### config.mk
export PLATFORM = sky130hd
export DESIGN_NAME = pilb_ctrl
export DESIGN_NICKNAME = d
export VERILOG_FILES = /design/src/verilog/pilb_pkg.sv /design/src/verilog/pilb_ctrl.sv
export VERILOG_INCLUDE_DIRS = /design/src /design/src/verilog
export SDC_FILE = /design/constraint.sdc
export NUM_CORES = 1
export LEC_CHECK = 0
export BUFFER_PORTS_ARGS = -buffer_cell sky130_fd_sc_hd__clkbuf_2
export CORE_ASPECT_RATIO = 1.5
export CORE_UTILIZATION = 60
export DETAILED_ROUTE_END_ITERATION = 16
export PLACE_DENSITY = 0.83
export RECOVER_POWER = 25
export SETUP_SLACK_MARGIN = 0.2
export SYNTH_ARGS = -nofsm -noshare
export SYNTH_HDL_FRONTEND = slang
export SYNTH_SLANG_ARGS = --single-unit
### constraint.sdc
create_clock -name i_clk -period 9.9 [get_ports i_clk]
set_input_delay 0.99 -clock i_clk [delete_from_list [all_inputs] [get_ports i_clk]]
set_output_delay 0.99 -clock i_clk [all_outputs]
set_load 0.05 [all_outputs]
### src/verilog/pilb_regs.svh
// Register offsets, field positions, reset values and timing counts
`ifndef PILB_REGS_SVH
`define PILB_REGS_SVH
// ---------------------------------------
// Register offsets (management address)
// ---------------------------------------
`define PILB_OFF_IFC 5'h17
`define PILB_OFF_LED 5'h18
`define PILB_OFF_XCV 5'h19
// ---------------------------------------
// Interface register bits
// ---------------------------------------
`define PILB_IFC_REALIGN_DIS 13
`define PILB_IFC_LOOP 8
`define PILB_IFC_SCRX 7
`define PILB_IFC_SCTX 6
`define PILB_IFC_RMII 5
`define PILB_IFC_REV10 4
`define PILB_IFC_OVF 3
`define PILB_IFC_UNF 2
`define PILB_ELAST_RST 2'h1
`define PILB_TXSRC_EXT 2'h2
// ---------------------------------------
// LED register bits
// ---------------------------------------
`define PILB_LED_ACTRX 8
// ---------------------------------------
// Transceiver register bits
// ---------------------------------------
`define PILB_XCV_MDIX 15
`define PILB_XCV_FMDIX 14
`define PILB_XCV_PRX 13
`define PILB_XCV_PTX 12
`define PILB_XCV_FE 11
`define PILB_XCV_PRBS 10
`define PILB_XCV_OK 9
`define PILB_XCV_RUN 8
`define PILB_XCV_BYP 7
// ---------------------------------------
// Timing
// ---------------------------------------
`define PILB_CLK_HZ 40000000
`define PILB_BLINK_BASE_HZ 6
`define PILB_STRETCH_MS 50
`endif
### src/verilog/pilb_pkg.sv
// Types for the port interface, LED and self-test control block
package pilb_pkg;
	// Whole state of the control block
	typedef struct packed {
		logic [8:0] strap_m;
		logic [8:0] strap_s;
		logic strap_done;
		logic [1:0] strap_age; // Synchroniser fill marks
		logic realign_dis;
		logic [1:0] rx_port;
		logic [1:0] tx_src;
		logic loop;
		logic scrx;
		logic sctx;
		logic rmii;
		logic rev10;
		logic ovf;
		logic unf;
		logic [1:0] elast;
		logic act_rx;
		logic [1:0] blink_sel;
		logic [2:0] ovr;
		logic [2:0] val;
		logic auto_crossover_enable;
		logic force_pair_crossover;
		logic self_test_force_error;
		logic prbs15;
		logic bist_ok;
		logic bist_run;
		logic bypass;
		logic [1:0] led_cfg;
		logic [4:0] addr;
		logic [15:0] rdata;
		logic [21:0] blink_cnt;
		logic blink_ph;
		logic [21:0] str_cnt;
		logic [2:0] led;
	} pilb_state_t;
endpackage : pilb_pkg

### src/verilog/pilb_ctrl.sv
// Per-port interface, LED direct and transceiver control registers
`timescale 1ns/1ps
`default_nettype none
`include "pilb_regs.svh"
module pilb_ctrl
	import pilb_pkg::*;
#(
	// Half period of the slowest blink, in cycles
	parameter int BLINK_HALF = `PILB_CLK_HZ / (2 * `PILB_BLINK_BASE_HZ),
	// Activity stretch length, in cycles
	parameter int STRETCH_CYC = (`PILB_CLK_HZ / 1000) * `PILB_STRETCH_MS
) (
	input wire logic i_clk,
	input wire logic i_rst,
	// Register port from the management interface
	input wire logic [4:0] i_reg_addr,
	input wire logic i_reg_wr,
	input wire logic [15:0] i_reg_wdata,
	input wire logic i_reg_rd,
	output logic [15:0] o_reg_rdata,
	// Strap pins, sampled after reset release
	input wire logic i_strap_rmii,
	input wire logic i_strap_extender,
	input wire logic i_strap_led_cfg0,
	input wire logic i_strap_mdix,
	input wire logic [4:0] i_strap_addr,
	// Status from the datapath and negotiation
	input wire logic i_rx_fifo_ovf,
	input wire logic i_rx_fifo_unf,
	input wire logic [1:0] i_local_pause,
	input wire logic [1:0] i_partner_pause,
	input wire logic i_bist_pass,
	input wire logic i_link_up,
	input wire logic i_speed_100,
	input wire logic i_full_duplex,
	input wire logic i_tx_act,
	input wire logic i_rx_act,
	input wire logic i_collision,
	// Controls to the datapath
	output logic o_tx_latency_realign_disable,
	output logic o_remote_line_loopback,
	output logic o_single_clock_receive_mode,
	output logic o_single_clock_transmit_mode,
	output logic o_reduced_mode,
	output logic o_reduced_interface_old_revision,
	output logic [1:0] o_elasticity_buffer_setting,
	output logic [1:0] o_tx_source,
	output logic [1:0] o_rx_port,
	output logic o_auto_crossover_enable,
	output logic o_force_pair_crossover,
	output logic o_self_test_run,
	output logic o_self_test_sequence_select,
	output logic o_self_test_force_error,
	output logic [4:0] o_port_management_address,
	// LED pins
	output logic o_speed_indicator_output,
	output logic o_link_indicator_output,
	output logic o_activity_collision_indicator_output
);
	// ---------------------------------------
	// State
	// ---------------------------------------
	pilb_state_t q;
	pilb_state_t d;
	logic wr_ifc; // Write strobes per register
	logic wr_led;
	logic wr_xcv;
	logic rx_pause; // Resolved pause results
	logic tx_pause;
	logic act; // Activity before stretching
	logic shared_raw; // Shared LED source for mode
	logic shared_on; // After stretch or bypass
	logic link_on;
	logic [21:0] half;
	logic sc_rmii; // Reduced mode after this write
	// ---------------------------------------
	// Pause resolution
	// ---------------------------------------
	// Bit 0 is symmetric pause, bit 1 asymmetric
	always_comb begin
		rx_pause = 1'b0;
		tx_pause = 1'b0;
		if (i_local_pause[0] && i_partner_pause[0]) begin
			rx_pause = 1'b1;
			tx_pause = 1'b1;
		end else if (i_local_pause == 2'h2 && i_partner_pause == 2'h3) begin
			tx_pause = 1'b1;
		end else if (i_local_pause == 2'h3 && i_partner_pause == 2'h2) begin
			rx_pause = 1'b1;
		end
	end
	// ---------------------------------------
	// Next state
	// ---------------------------------------
	always_comb begin
		d = q;
		wr_ifc = i_reg_wr && i_reg_addr == `PILB_OFF_IFC;
		wr_led = i_reg_wr && i_reg_addr == `PILB_OFF_LED;
		wr_xcv = i_reg_wr && i_reg_addr == `PILB_OFF_XCV;
		// Two-stage strap synchroniser
		d.strap_m = {i_strap_addr, i_strap_mdix, i_strap_led_cfg0,
			i_strap_extender, i_strap_rmii};
		d.strap_s = q.strap_m;
		// Age marks when both stages hold pin values, so the
		// straps never latch the reset zeros of the synchroniser
		d.strap_age = {q.strap_age[0], 1'b1};
		// Straps land once, the cycle after they settle
		if (!q.strap_done && q.strap_age[1]) begin
			d.strap_done = 1'b1;
			d.rmii = q.strap_s[0];
			d.scrx = q.strap_s[1] && !q.strap_s[0];
			d.sctx = q.strap_s[1] && !q.strap_s[0];
			d.tx_src = q.strap_s[1] ? `PILB_TXSRC_EXT : 2'h0;
			d.led_cfg = {1'b0, q.strap_s[2]};
			d.auto_crossover_enable = q.strap_s[3];
			d.addr = q.strap_s[8:4];
		end
		// Interface register write
		sc_rmii = i_reg_wdata[`PILB_IFC_RMII];
		if (wr_ifc) begin
			d.realign_dis = i_reg_wdata[`PILB_IFC_REALIGN_DIS];
			d.rx_port = i_reg_wdata[12:11];
			d.tx_src = i_reg_wdata[10:9];
			d.loop = i_reg_wdata[`PILB_IFC_LOOP];
			d.rmii = sc_rmii;
			d.rev10 = i_reg_wdata[`PILB_IFC_REV10];
			d.elast = i_reg_wdata[1:0];
			// Reduced mode blocks setting either bit
			d.scrx = sc_rmii ? 1'b0 : i_reg_wdata[`PILB_IFC_SCRX];
			d.sctx = sc_rmii ? 1'b0 : i_reg_wdata[`PILB_IFC_SCTX];
		end
		// LED register write
		if (wr_led) begin
			d.act_rx = i_reg_wdata[`PILB_LED_ACTRX];
			d.blink_sel = i_reg_wdata[7:6];
			d.ovr = i_reg_wdata[5:3];
			d.val = i_reg_wdata[2:0];
		end
		// Force-error lasts exactly one cycle
		d.self_test_force_error = 1'b0;
		if (wr_xcv) begin
			d.auto_crossover_enable = i_reg_wdata[`PILB_XCV_MDIX];
			d.force_pair_crossover = i_reg_wdata[`PILB_XCV_FMDIX];
			d.self_test_force_error = i_reg_wdata[`PILB_XCV_FE];
			d.prbs15 = i_reg_wdata[`PILB_XCV_PRBS];
			d.bist_run = i_reg_wdata[`PILB_XCV_RUN];
			d.bypass = i_reg_wdata[`PILB_XCV_BYP];
			d.led_cfg = i_reg_wdata[6:5];
			d.addr = i_reg_wdata[4:0];
		end
		// Self-test result latches pass, clears when stopped
		if (!q.bist_run) begin
			d.bist_ok = 1'b0;
		end else if (i_bist_pass) begin
			d.bist_ok = 1'b1;
		end
		// Read data, one cycle after the strobe
		d.rdata = 16'h0000;
		if (i_reg_rd) begin
			case (i_reg_addr)
				`PILB_OFF_IFC: begin
					d.rdata = {2'h0, q.realign_dis, q.rx_port, q.tx_src,
						q.loop, q.scrx, q.sctx, q.rmii, q.rev10,
						q.ovf, q.unf, q.elast};
				end
				`PILB_OFF_LED: begin
					d.rdata = {7'h00, q.act_rx, q.blink_sel, q.ovr, q.val};
				end
				`PILB_OFF_XCV: begin
					d.rdata = {q.auto_crossover_enable, q.force_pair_crossover, rx_pause, tx_pause,
						q.self_test_force_error, q.prbs15, q.bist_ok, q.bist_run,
						q.bypass, q.led_cfg, q.addr};
				end
				default: begin
					d.rdata = 16'h0000; // Unmapped reads zero
				end
			endcase
		end
		// Flags clear on a read of the interface register,
		// but a new event in that cycle wins
		if (i_reg_rd && i_reg_addr == `PILB_OFF_IFC) begin
			d.ovf = 1'b0;
			d.unf = 1'b0;
		end
		if (i_rx_fifo_ovf) begin
			d.ovf = 1'b1;
		end
		if (i_rx_fifo_unf) begin
			d.unf = 1'b1;
		end
		// Blink timebase: half period halves per step
		half = 22'(BLINK_HALF >> q.blink_sel);
		if (q.blink_cnt >= half - 22'h000001) begin
			d.blink_cnt = 22'h000000;
			d.blink_ph = !q.blink_ph;
		end else begin
			d.blink_cnt = q.blink_cnt + 22'h000001;
		end
		// Activity source select
		act = i_rx_act || (i_tx_act && !q.act_rx);
		// Shared LED source per mode
		case (q.led_cfg)
			2'h0: shared_raw = i_collision;
			2'h2: shared_raw = i_full_duplex;
			default: shared_raw = act;
		endcase
		// Stretch events so short bursts stay visible
		if (shared_raw) begin
			d.str_cnt = 22'(STRETCH_CYC);
		end else if (q.str_cnt != 22'h000000) begin
			d.str_cnt = q.str_cnt - 22'h000001;
		end
		shared_on = q.bypass ? shared_raw : (shared_raw || q.str_cnt != 22'h000000);
		// Link blinks on activity in modes 0 and 2
		if (q.led_cfg[0]) begin
			link_on = i_link_up;
		end else begin
			link_on = i_link_up && !(act && q.blink_ph);
		end
		// Overrides take the value bits
		d.led[2] = q.ovr[2] ? q.val[2] : i_speed_100;
		d.led[1] = q.ovr[1] ? q.val[1] : link_on;
		d.led[0] = q.ovr[0] ? q.val[0] : shared_on;
	end
	// ---------------------------------------
	// State register
	// ---------------------------------------
	always_ff @(posedge i_clk or posedge i_rst) begin
		if (i_rst) begin
			q <= '0;
			q.elast <= `PILB_ELAST_RST;
		end else begin
			q <= d;
		end
	end
	// ---------------------------------------
	// Outputs
	// ---------------------------------------
	assign o_reg_rdata = q.rdata;
	assign o_tx_latency_realign_disable = q.realign_dis;
	assign o_remote_line_loopback = q.loop;
	assign o_single_clock_receive_mode = q.scrx;
	assign o_single_clock_transmit_mode = q.sctx;
	assign o_reduced_mode = q.rmii;
	assign o_reduced_interface_old_revision = q.rev10;
	assign o_elasticity_buffer_setting = q.elast;
	assign o_tx_source = q.tx_src;
	assign o_rx_port = q.rx_port;
	assign o_auto_crossover_enable = q.auto_crossover_enable;
	assign o_force_pair_crossover = q.force_pair_crossover;
	assign o_self_test_run = q.bist_run;
	assign o_self_test_sequence_select = q.prbs15;
	assign o_self_test_force_error = q.self_test_force_error;
	assign o_port_management_address = q.addr;
	assign o_speed_indicator_output = q.led[2];
	assign o_link_indicator_output = q.led[1];
	assign o_activity_collision_indicator_output = q.led[0];
endmodule : pilb_ctrl
`default_nettype wire

Yosys cells after proc, flatten, opt, wreduce, memory -nomap -nowiden
Index checks and enable logic that the tools add are counted.

word-level totals
  bits in registers = 122
  bits of input ports = 47
  output and inout bits = 41
  logic and storage cells = 104

operators by class
  $add $sub $neg = 3
  $lt $le $gt $ge = 1
  equal/unequal tests = 9
  shift-type cells = 1
  multiplexer cells = 31
  reductions and logical operators = 26

operators with widths
  cell                   number
  $mux 22                3
  $pmux 16 s3            1
  $sub 22x1->22 const B  2
  $add 22x1->22 const B  1
  $ge 22x22->1           1
  $reduce_bool 22->1     1
  $shr 22x2->22 const A  1
  $mux 7                 3
  $mux 1                 17
  $mux 16                1
  $eq 5x5->1 const B     3
  $logic_and 1x1->1      12
  $eq 2x2->1 const B     5
  $reduce_bool 2->1      5
  $mux 2                 3
  $logic_not 1->1        5
  $mux 4                 1
  $mux 3                 1
  $logic_not 2->1        1
  $logic_or 1x1->1       2
  $ne 2x2->1 const B     1
  $pmux 1 s2             1

Longest topological paths before layout
  depth in word-level cells = 8
  depth in mapped cells = 13
  gate-level depth less buffers = 12

Worst setup path after synthesis
No wires, ideal clock.

  kind = register -> register
  start = register q[84] (netlist bit)
  end = register q[39] (netlist bit)
  library setup time = 0.132 ns
  data arrival time = 2.613 ns
  required time = 9.768 ns
  path slack = 7.155 ns
  stages on the path, launching flop included = 14
  path buffers = 1
  period minus slack after synthesis = 2.745 ns
  path through = dfrtp_1 inv_1 ha_1 nor2_1 ha_1 o311ai_0 xnor2_1 ha_1 nand2_1 o21ai_0 a21oi_1 nand3_1 clkbuf_1 nor2_1

RTL lines
  element             RTL line         RTL
  start: declaration  pilb_ctrl.sv:63  pilb_state_t q;

Final worst setup path
  start = register q[84] (netlist bit)
  end = register q[25] (netlist bit)

between the ends
  word-level cells in the longest chain between the ends = 3

RTL lines
  element        RTL line          RTL
  $shr 22x2->22  pilb_ctrl.sv:192  half = 22'(BLINK_HALF >> q.blink_sel);
  $sub 22x1->22  pilb_ctrl.sv:193  if (q.blink_cnt >= half - 22'h000001) begin
  $ge 22x22->1   pilb_ctrl.sv:193

No other way between the ends.
A chain may end at the register's enable or synchronous reset.

==> impl_metrics.py <==
metrics = {
    "final_layout": {
        "fin_util_pct": 72.1,
        "num_antenna_cells": 0,
        "design_area_mm2": 0.00675,
        "nets": 689,
        "mostFrequentLayoutCell": "dfrtp_1",
        "fillers": 681,
        "syn_to_final_growth_pct": 15.3,
        "drive_gt1_share_pct": 23.6,
        "most-common-layout-cells": "dfrtp_1 (121), clkbuf_2 (78), nor2_1 (65), nand2_1 (46), ha_1 (32)",
    },
    "worst_setup_path": {
        "worst-endpoint-required_ns": 10.14,
        "cp_max_fo": 23,
        "reg2reg_slack_ns": 6.34,
        "setup.worst_path.start": "q[84]$_DFFE_PP0P_",
        "r2r_end": "q[25]$_DFFE_PP0P_",
        "endpoint": "q[25]$_DFFE_PP0P_",
        "start_kind": "flip-flop",
        "r2r-start": "q[84]$_DFFE_PP0P_",
        "cp.arrival_ns": 3.80,
        "r2r_cells": 12,
        "worstSetupPathType": "flip-flop to flip-flop",
        "endpoint_kind": "flip-flop",
    },
    "cts": {
        "cts_max_level": 4,
        "clkLatencyLatePin_ns": 0.41,
        "cts_num_sinks": 122,
        "numCtsBuffers": 17,
        "cts_tree": "built",
        "clk_pin_slew_ns": 0.06,
        "root_buffer": "clkbuf_16",
        "cts_setup_buffers": 0,
        "holdBufCountCts": 0,
        "clockBufferDepth": 2,
        "cts-resized-gates": 0,
    },
    "floorplan": {
        "start_util_pct": 62.6,
        "dieArea_mm2": 0.0102,
        "io_pins": 88,
        "die_h_um": 123,
        "fp.dieW_um": 82.7,
        "coreArea_mm2": 0.00936,
        "std_cell_rows": 43,
    },
    "logic_synthesis": {
        "ys_ff_latch": 122,
        "seq_area_frac_synth_pct": 52.2,
        "ys.flop_type": "dfrtp_1",
        "synth_fp_nets": 622,
        "netlist_area_mm2": 0.00586,
        "ys_types": 55,
        "avgSynthCellArea_um2": 10.8,
        "synthCells": 543,
        "async_flop_share_pct": 100,
        "synth_edf_count": 0,
        "yosysWarnings": 0,
    },
    "global_route": {
        "grt_pass1_vias": 4265,
        "grt_pass1_wl_um": 20400,
        "grt_max_degree": 84,
        "track_usage_pct": 27.4,
        "antenna_found_initial": 0,
        "grt.overflow.total": 0,
    },
    "route": {
        "drt-total-wl_um": 12900,
        "drc_errors": 0,
        "drt_pass1_iterations": 5,
        "vias_per_cell": 5.91,
        "antenna_left": 0,
        "wire_per_inst_um": 17.5,
        "vias": 4347,
        "drtIter0Drc": 321,
    },
    "power": {
        "power.density_mw_per_mm2": 222,
        "p_sw_share_pct": 32.5,
        "clkPwrFrac_pct": 39.5,
        "peakVddDrop_mv": 0.189,
        "total_power_w": 0.00150,
        "pwr-share-comb_pct": 20.5,
        "p_int_w": 0.00101,
        "p_leak_nw": 3.26,
        "seq_power_share_pct": 40.0,
        "p_sw_w": 0.000487,
    },
    "timing": {
        "fin_crit_sh_pct": 36.0,
        "rsz0062_at_grt": "no",
        "finalHoldViolations": 0,
        "worst_pin_slew_ns": 1.76,
        "clock_skew_ns": 0.00535,
        "period_needed_ns": 3.56,
        "max_freq_mhz": 281,
        "setup_viol": 0,
        "relSlewSlack_pct": -17.9,
        "slew_viol_final": 41,
        "setup_tns_ns": 0,
    },
    "place": {
        "io_buffers": 87,
        "dpl.hpwl_um": 8760,
        "dpl-instance-area_mm2": 0.00619,
        "gp_congestion": 0.925,
    },
    "run_status": {
        "outcome": "complete, but fails checks",
        "violations": "capacitance limit, slew limit",
    },
    "min_path": {
        "worstHoldPathType": "flip-flop to flip-flop",
    },
    "job": {
        "cap_violations": 1,
    },
}
-- synthesized netlist by cell type, drive strengths merged (4+ instances only) --
master  instances  area share, %
a31oi          11            1.2
nand3          22            1.9
nor3            9           0.96
a222oi          9            1.5
nor4            8            1.4
nand4           7           0.75
o21ai          13            1.1
xor2           21            3.1
dfrtp         121             52
a211oi          4           0.51
a21oi          20            1.7
nand2b          5           0.53
and3           11            1.3
inv            17            1.1
a21o            7           0.92
nand2          46            2.9
xnor2          17            2.5
nor2           66            4.3
ha             32            6.8
mux2           20            3.8
clkbuf         12           0.77
buf            29            3.6
-- metrics by stage --
stage | hold slack, ns | cells | setup WS [ns]
after floorplan | 0.331 | 543 | 5.67
after global placement | 0.333 | 703 | 6.48
after detailed placement | 0.337 | 703 | 6.37
after CTS | 0.349 | 735 | 6.35
after global routing | 0.357 | 735 | 6.06
final | 0.347 | 735 | 6.34
-- how the worst min path moves through the flow --
stage | slack [ns] | cells after the start | endpoint | from
2_1_floorplan | 0.33 | 0 | q[102]$_DFF_PP0_ | d[102]$_DFF_PP0_
3_3_place_gp | 0.33 | 0 | q[109]$_DFF_PP0_ | d[109]$_DFF_PP0_
3_5_place_dp | 0.34 | 0 | q[102]$_DFF_PP0_ | d[102]$_DFF_PP0_
4_1_cts | 0.35 | 0 | q[109]$_DFF_PP0_ | d[109]$_DFF_PP0_
5_1_grt | 0.36 | 0 | q[109]$_DFF_PP0_ | d[109]$_DFF_PP0_
6_report | 0.35 | 0 | q[102]$_DFF_PP0_ | d[102]$_DFF_PP0_
-- layer usage --
layer / global-route usage, % / routed length [µm] / up-vias
li1: - / - / 2012
met1: 31.9 / 4930 / 2134
met2: 47.0 / 6920 / 169
met3: 7.23 / 705 / 32
met4: 11.0 / 301 / 0
met5: 0 / 0 / -
-- area by class of cell --
| cell class | instances | area, µm² | area share [%] |
|---|---|---|---|
| clock buffers | 18 | 439 | 6.50 |
| flip-flops and latches | 122 | 3050 | 45.2 |
| multi-input cells | 363 | 2480 | 36.7 |
| well taps | 112 | 140 | 2.07 |
| repair buffers | 89 | 435 | 6.45 |
| inverters | 17 | 65.1 | 0.963 |
| clock inverters | 14 | 139 | 2.06 |
-- flip-flops by register name, indices dropped and copies added, names as in the netlist, 2 cells and up --
name	count
q	71
d	10
o_rx_port	2
o_tx_source	2
o_elasticity_buffer_setting	2
o_port_management_address	5
o_reg_rdata	16
-- power groups by stage --
stage          clock, W  sequential (W)  combinational (W)
3_3_place_gp          0        0.000604           0.000295
4_1_cts        0.000601        0.000599           0.000310
3_5_place_dp          0        0.000607           0.000306
5_1_grt        0.000626        0.000606           0.000338
2_1_floorplan         0        0.000633           0.000209
6_report       0.000591        0.000600           0.000307
-- critical path: stages, from the launching register on --
cell,delay [ns]
dfrtp_1,0.49
inv_1,0.23
ha_1,0.27
nor2_1,0.07
ha_1,0.19
o311ai_0,0.40
xnor2_1,0.17
ha_1,0.24
nand2_1,0.07
o21ai_0,0.10
a21oi_1,0.14
nand3_1,0.67
xor2_1,0.36
-- cells by family after synthesis --
| kind of cell | after synthesis | share of synthesized area (%) |
|---|---|---|
| muxes | 20 | 3.85 |
| other | 1 | 0.0640 |
| adders and majority gates | 32 | 6.84 |
| xor gates and xnor gates | 38 | 5.68 |
| DFF | 122 | 52.2 |
| buffers and inverters | 58 | 5.47 |
| AOI/OAI and AO/OA | 76 | 8.68 |
| and+or+nand+nor | 196 | 17.3 |
Note: power is estimated with default switching activity, not from simulation.
